--- src/frs_defines.svh ---
`ifndef FRS_DEFINES_SVH
`define FRS_DEFINES_SVH

// Transmit timing mode codes
`define FRS_MODE_IMMEDIATE 2'h0
`define FRS_MODE_EXCLUSIVE 2'h1
`define FRS_MODE_INCLUSIVE 2'h2

// Filter entry layout
`define FRS_EXT_BIT 29
`define FRS_STD_ID_MASK 32'h0000_07FF
`define FRS_EXT_ID_MASK 32'h1FFF_FFFF
`define FRS_LIN_ID_MASK 32'h0000_003F

// Filter list size and widths
`define FRS_FILTER_DEPTH 8
`define FRS_FILTER_IDX_W 3
`define FRS_TIME_W 32

// Frame types
`define FRS_TYPE_DATA 2'h0
`define FRS_TYPE_DELAY 2'h1
`define FRS_TYPE_TRIGGER 2'h2

`endif

--- src/frs_pkg.sv ---
package frs_pkg;

	typedef enum logic [1:0] {
		FRS_IDLE,
		FRS_WAIT,
		FRS_SEND,
		FRS_DELAY
	} frs_state_t;

	// Queued frame as seen by the scheduler
	typedef struct packed {
		logic [1:0] kind;
		logic [31:0] id;
		logic [31:0] stamp;
		logic [63:0] payload;
		logic [3:0] len;
	} frs_frame_t;

	// Frame presented to the bus engine
	typedef struct packed {
		logic [31:0] id;
		logic [63:0] payload;
		logic [3:0] len;
		logic response;
	} frs_tx_t;

	typedef struct packed {
		frs_state_t state;
		logic [31:0] timebase;
		logic have_start;
		logic [31:0] start_stamp;
		logic [31:0] start_tick;
		logic [31:0] prev_stamp;
		logic [31:0] delta;
		logic [31:0] delay_left;
		frs_tx_t tx;
		logic [7:0] [31:0] filter;
		logic [3:0] filter_count;
	} frs_regs_t;

endpackage
--- src/frs_frame_replay_scheduler.sv ---
// What this block does
// - Timing mode: 0 immediate, 1 exclusive replay, 2 inclusive replay.
// - Immediate mode sends queued frames in order without waiting.
// - Exclusive replay suppresses frames matching a filter entry.
// - Inclusive replay sends only frames matching a filter entry.
// - On LIN the header always goes; filtering decides only the response.
// - Exclusive replay with empty filter list replays every frame.
// - CAN entry bit 29 set means extended identifier, clear standard.
// - Standard compares bits 0 to 10; extended compares bits 0 to 28.
// - LIN entry is an unprotected identifier 0 to 63.
// - First replayed frame sets start time, sends at once; later frames at delta.
// - Stamp at or before start time: send now, adopt as new start.
// - Stamp before previous but after start: send now, keep start.
// - Delay frame waits its duration, possibly 0, then next is first frame.
// - Start trigger frame becomes new first frame, its time is start time.
`timescale 1ns/100ps
`default_nettype none
`include "frs_defines.svh"

module frs_frame_replay_scheduler (
	// Clock and synchronous reset
	input wire logic MCLK,
	input wire logic RESET,

	// Mode and interface select, same clock domain
	input wire logic [1:0] TIMING_MODE,
	input wire logic IS_LIN,

	// Filter list load port
	input wire logic FILTER_CLEAR,
	input wire logic FILTER_WR,
	input wire logic [31:0] FILTER_ID,

	// Frame queue side
	input wire logic IN_VALID,
	output logic IN_READY,
	input wire frs_pkg::frs_frame_t IN_FRAME,

	// Bus engine side
	output logic TX_VALID,
	input wire logic TX_READY,
	output frs_pkg::frs_tx_t TX_FRAME,

	// Entry count for software
	output logic [3:0] FILTER_COUNT
);

	frs_pkg::frs_regs_t r_q;
	frs_pkg::frs_regs_t r_d;
	logic hit;
	logic send_resp;
	logic [31:0] elapsed;

	// Normalise a filter entry or frame id to its comparable form
	// Keys keep the format flag, so a standard and an extended id
	// with equal low bits never match each other
	// Only the low six bits count on LIN; upper bits are ignored
	function automatic logic [31:0] frs_key(input logic [31:0] v, input logic lin);
		logic [31:0] k;
		k = 32'h0000_0000;
		if (lin) begin
			k = v & `FRS_LIN_ID_MASK;
		end else if (v[`FRS_EXT_BIT]) begin
			k = (v & `FRS_EXT_ID_MASK) | (32'h0000_0001 << `FRS_EXT_BIT);
		end else begin
			k = v & `FRS_STD_ID_MASK;
		end
		return k;
	endfunction

	// Filter lookup over all stored entries
	// All eight entries compared in parallel; the list is small,
	// so the comparator tree stays shallow
	always_comb begin
		hit = 1'b0;
		for (int i = 0; i < `FRS_FILTER_DEPTH; i++) begin
			if ((i < int'(r_q.filter_count)) &&
				(frs_key(r_q.filter[i], IS_LIN) == frs_key(IN_FRAME.id, IS_LIN))) begin
				hit = 1'b1;
			end
		end
	end

	// Response decision per mode
	// Mode 3 is undefined; it gets replay timing like modes 1 and 2
	// with every response sent
	always_comb begin
		send_resp = 1'b1;
		if (TIMING_MODE == `FRS_MODE_EXCLUSIVE) begin
			// drop listed, empty list never hits
			send_resp = !hit;
		end else if (TIMING_MODE == `FRS_MODE_INCLUSIVE) begin
			send_resp = hit;
		end
	end

	// Unsigned difference survives a timebase rollover,
	// as long as no single wait exceeds the counter range
	assign elapsed = r_q.timebase - r_q.start_tick;

	// Next-state logic for the whole scheduler
	// One process builds the whole next state and IN_READY; TX_VALID,
	// TX_FRAME and FILTER_COUNT are assigned after the register
	always_comb begin
		r_d = r_q;
		IN_READY = 1'b0;
		// free-running timebase
		// One tick is one MCLK period
		r_d.timebase = r_q.timebase + 32'h0000_0001;
		// Filter list writes; full list ignores further writes
		// Clear wins over a write in the same cycle
		// A full list drops writes silently; software must clear first
		if (FILTER_CLEAR) begin
			r_d.filter_count = 4'h0;
		end else if (FILTER_WR && (r_q.filter_count < 4'(`FRS_FILTER_DEPTH))) begin
			r_d.filter[r_q.filter_count[`FRS_FILTER_IDX_W-1:0]] = FILTER_ID;
			r_d.filter_count = r_q.filter_count + 4'h1;
		end
		case (r_q.state)
			frs_pkg::FRS_IDLE: begin
				// Only IDLE accepts, so one frame is in flight at a time
				IN_READY = 1'b1;
				if (IN_VALID) begin
					// Latch now; the bus side only sees registered data
					r_d.tx.id = IN_FRAME.id;
					r_d.tx.payload = IN_FRAME.payload;
					r_d.tx.len = IN_FRAME.len;
					r_d.tx.response = send_resp;
					r_d.delta = 32'h0000_0000;
					// Delay and trigger frames never reach the bus engine
					if (IN_FRAME.kind == `FRS_TYPE_DELAY) begin
						r_d.delay_left = IN_FRAME.stamp;
						r_d.have_start = 1'b0;
						r_d.state = frs_pkg::FRS_DELAY;
					end else if (IN_FRAME.kind == `FRS_TYPE_TRIGGER) begin
						r_d.have_start = 1'b1;
						r_d.start_stamp = IN_FRAME.stamp;
						r_d.start_tick = r_q.timebase;
						r_d.prev_stamp = IN_FRAME.stamp;
						// Stays in IDLE: no bus traffic to make
					end else if (TIMING_MODE == `FRS_MODE_IMMEDIATE) begin
						r_d.state = frs_pkg::FRS_SEND;
					end else if (!r_q.have_start || (IN_FRAME.stamp <= r_q.start_stamp)) begin
						r_d.have_start = 1'b1;
						r_d.start_stamp = IN_FRAME.stamp;
						r_d.start_tick = r_q.timebase;
						r_d.prev_stamp = IN_FRAME.stamp;
						r_d.state = frs_pkg::FRS_SEND;
					end else if (IN_FRAME.stamp < r_q.prev_stamp) begin
						// keep start, send now
						// Later frames keep the original spacing
						r_d.prev_stamp = IN_FRAME.stamp;
						r_d.state = frs_pkg::FRS_SEND;
					end else begin
						// schedule at delta
						// Measured from the start frame, not the previous one
						r_d.delta = IN_FRAME.stamp - r_q.start_stamp;
						r_d.prev_stamp = IN_FRAME.stamp;
						r_d.state = frs_pkg::FRS_WAIT;
					end
				end
			end
			frs_pkg::FRS_WAIT: begin
				// release on delta
				// Stamps behind the start are caught in IDLE, so no negative delta
				// Greater-or-equal so a late check still releases the frame
				if (elapsed >= r_q.delta) begin
					r_d.state = frs_pkg::FRS_SEND;
				end
			end
			frs_pkg::FRS_SEND: begin
				// CAN frame with no response is dropped whole
				// LIN keeps its slot, so the header goes even without response
				if (!IS_LIN && !r_q.tx.response) begin
					r_d.state = frs_pkg::FRS_IDLE;
				end else if (TX_READY) begin
					r_d.state = frs_pkg::FRS_IDLE;
				end
			end
			frs_pkg::FRS_DELAY: begin
				// zero delay ends at once
				// Duration in timebase ticks; N takes N+1 cycles
				if (r_q.delay_left == 32'h0000_0000) begin
					r_d.state = frs_pkg::FRS_IDLE;
				end else begin
					r_d.delay_left = r_q.delay_left - 32'h0000_0001;
				end
			end
			default: begin
				// Unused encoding recovers to IDLE
				r_d.state = frs_pkg::FRS_IDLE;
			end
		endcase
	end

	// State register with synchronous reset
	// Reset clears list, start time and timebase together
	always_ff @(posedge MCLK) begin
		if (RESET) begin
			r_q <= '0;
		end else begin
			r_q <= r_d;
		end
	end

	// Header always offered on LIN; response flag carries the filter result
	// Handshake combinational from state; data straight from flip-flops
	assign TX_VALID = (r_q.state == frs_pkg::FRS_SEND) && (IS_LIN || r_q.tx.response);
	assign TX_FRAME = r_q.tx;
	assign FILTER_COUNT = r_q.filter_count;

endmodule // frs_frame_replay_scheduler

`default_nettype wire

--- config.mk ---
export PLATFORM = sky130hd
export DESIGN_NAME = frs_frame_replay_scheduler
export DESIGN_NICKNAME = d
export VERILOG_FILES = /design/src/frs_pkg.sv /design/src/frs_frame_replay_scheduler.sv
export VERILOG_INCLUDE_DIRS = /design/src
export SDC_FILE = /design/constraint.sdc
export NUM_CORES = 2
export LEC_CHECK = 0
export BUFFER_PORTS_ARGS = -buffer_cell sky130_fd_sc_hd__buf_2
export CORE_ASPECT_RATIO = 0.6
export CORE_MARGIN = 1.5
export CORE_UTILIZATION = 60
export DETAILED_ROUTE_END_ITERATION = 8
export PLACE_DENSITY = 0.81
export SLEW_MARGIN = 30
export SYNTH_ARGS = -nofsm -noshare
export SYNTH_HDL_FRONTEND = slang
export SYNTH_SLANG_ARGS = --single-unit
--- constraint.sdc ---
create_clock -name MCLK -period 4.65 [get_ports MCLK]
set_input_delay 0.93 -clock MCLK [delete_from_list [all_inputs] [get_ports MCLK]]
set_output_delay 0.93 -clock MCLK [all_outputs]
set_load 0.02 [all_outputs]
==> impl_metrics.yaml <==
outcome:
  status: "finished, final reports clean"
detailed_routing:
  post_drt_wl_per_cell_um: 20.1
  via_count: 29100
  routed_wl_mm: 95.7
  drt_pass1_iterations: 9
  viasPerCell: 6.10
  drc: 0
  ant_nets: 0
  drt_iter0_markers: 4302
global_route:
  grt_start_max_net_pins: 144
  track_usage: 0.359
  grt_pass1_vias: 25700
  antenna_found_initial: 7
  grt-ovfl-total: 0
  grt_pass1_wl_mm: 147
sta:
  finalHoldViolCount: 0
  period_minus_slack_ns: 4.25
  slew_viol_final: 0
  fmax_ghz: 0.235
  slew_headroom: 0.387
  finalClockSkew_ns: 0.0218
  setup_viol: 0
  holdWs_ns: 0.451
  fin_setup_tns_ns: 0
  tightest_slew_ns: 0.913
  post-route-period-util: 0.915
cts:
  clockBufferDepth: 3
  cts_tree: "done"
  cts.sinks: 540
  clock-root-buffer: "clkbuf_16"
  cts_buffers: 51
  h-tree-depth: 2
  post_cts_buffers: 0
  clock_latency_ns: 0.61
  clkTransAtPathRegs_ns: 0.07
yosys:
  ys_seq_area_frac: 0.362
  synth_edf_count: 0
  synth-seq-cells: 540
  synthArstFlopShare: 0
  synth_flop_cell: "dfxtp_1"
  syn-cell-area_mm2: 0.0298
  synth_cells: 4021
  synth.area.top_cells: "dfxtp_1, nand2_1, a21oi_1"
  synth_top_area_cell: "dfxtp_1"
  synth_fp_nets: 4331
  synth_common_cells: "nand2_1, a21oi_1, dfxtp_1, clkbuf_1, inv_1"
  avgSynthCellArea_um2: 7.42
  synth_most_common_cell: "nand2_1"
  yosys_warnings: 0
  synth_cell_types: 79
  synth_top_cell_area_share: 0.362
floorplan:
  die_height_um: 176
  die_area_mm2: 0.0511
  placementRows: 63
  initial_core_util: 0.606
  ioPinCount: 282
  die_x_um: 291
  core_mm2: 0.0492
layout:
  area_growth_pct: 10.0
  multiInputGateArea_mm2: 0.0164
  fillerInstances: 4227
  utilization: 0.667
  instances_no_fill: 4766
  layout-drive-gt1-share: 0.119
  final_nets: 4379
  regArea_mm2: 0.0108
place:
  gp_congestion: 1.05
  io_buffers: 279
  hpwl_mm: 66.1
  dpl.cell_count: 4666
critical_path:
  critPathRequiredTime_ns: 5.12
  critPathBufInv: 2
  path_max_fanout: 4
  cp_data_arrival_time_ns: 4.72
  start_kind: "register"
  cp_cell_sequence: "inv_1 > ha_1 > nor2b_1 > o31a_1 > o2111ai_1 > a211oi_1 > nor3_1 > buf_4 > o21ai_1 > a211oi_2 > nor2_1 > xnor2_1 > ha_1 > a21oi_1 > nor2b_1 > o21ai_0 > o211ai_1 > nor2_1 > o211ai_1 > o21ai_1 > xor2_1 > nor3_1"
  crit_path_end_kind: "register"
  critPathTopFamily: "compound AO/OA/AOI/OAI gates"
  worstSetupPathType: "register to register"
  cpPeakStageDelay_ns: 0.33
  cpMaxStageDelayCell: "dfxtp_1"
pwr:
  p_per_area_mw_per_mm2: 397
  ir_drop_mv: 0.340
  p_total_mw: 13.0
  p_leak_nw: 12.3
flow_run:
  maxCapViolCount: 0
min_path:
  hold_class: "register to register"
## worst reg2reg max path: stages, from the launching register on
cell and delay, ns:
dfxtp_1 0.33, inv_1 0.07, ha_1 0.28, nor2b_1 0.14, o31a_1 0.28, o2111ai_1 0.30, a211oi_1 0.13, nor3_1 0.22
buf_4 0.18, o21ai_1 0.15, a211oi_2 0.31, nor2_1 0.10, xnor2_1 0.17, ha_1 0.26, a21oi_1 0.15, nor2b_1 0.06
o21ai_0 0.19, o211ai_1 0.18, nor2_1 0.12, o211ai_1 0.09, o21ai_1 0.20, xor2_1 0.17, nor3_1 0.06
## power breakdown
part,switching [mW],total (mW),internal (mW)
Clock,1.97,4.77,2.80
Sequential,0.171,5.07,4.90
Combinational,2.13,3.20,1.07
Total,4.27,13.0,8.77
## cell families (layout without fill, tap and decap cells)
logic type,count (synthesis),count (layout),share of synthesized area
buf+inv,554,644,0.0888
mux,4,4,0.00134
simple gates,1517,1517,0.220
other cells,0,5,0
fa+ha+maj,135,135,0.0571
xor+xnor,210,210,0.0617
flops,540,540,0.362
compound gates,1061,1061,0.209
## repair_timing
| item | CTS | global route |
|---|---|---|
| resized for setup | 0 | 8 |
| setup endpoints to repair | 0 | 2 |
| hold buffers | 0 | 0 |
## state kept, by name, summed over array words and instances, names as in the netlist
name,flops
FILTER_COUNT,4
TX_FRAME,101
r_q,435
## placed cells by master, fill, tap and decap left out, types with 16 or more instances in the layout
master	instances
nor4b_1	18
or3_1	20
a21o_1	48
nor2b_1	18
a31oi_1	45
buf_2	278
dfxtp_1	540
nand3_1	77
inv_1	179
a21oi_1	583
nor2_1	165
a22oi_1	41
o21ai_0	155
nand4_1	33
nand3b_1	17
ha_1	133
and3_1	22
a22o_1	22
nor4_1	29
nor3_1	57
xor2_1	95
nand2b_1	16
xnor2_1	115
nand2_1	994
buf_4	82
clkbuf_16	51
## metrics by stage
stage	setup WS, ns	instance area (um2)
6_report	0.396	32800
5_1_grt	-0.0168	32800
4_1_cts	0.162	32800
3_5_place_dp	0.225	30900
3_3_place_gp	0.303	30900
2_1_floorplan	0.773	29800
## path summary, 6_finish.rpt
path | from | endpoint | slack, ns | cells past startpoint
hold / removal | TX_FRAME[90] | TX_FRAME[90] | 0.45 | 2
hold reg to reg | TX_FRAME[90] | TX_FRAME[90] | 0.45 | 2
setup reg to reg | r_q[458] | r_q[555] | 0.40 | 22
setup / recovery | r_q[458] | r_q[555] | 0.40 | 22
## metal layers
metal  global-route usage  share of wire  vias up  wire length (um)
met5                    0        0.00010        -                10
met4               0.0884          0.024        2              2340
li1                     -              -    13700                 -
met2                0.480           0.38     1789             36500
met1                0.535           0.44    13400             42400
met3                0.133           0.15      189             14400
## cell type report
type                    count  share of cell area
clock buffers              65              0.0435
well taps                 650              0.0248
diodes                      5            0.000381
clock inverters            30              0.0145
multi-input cells        2927               0.501
flip-flops and latches    540               0.329
repair buffers            368              0.0659
inverters                 181              0.0207
No activity file was read; power rests on OpenSTA's default activity.
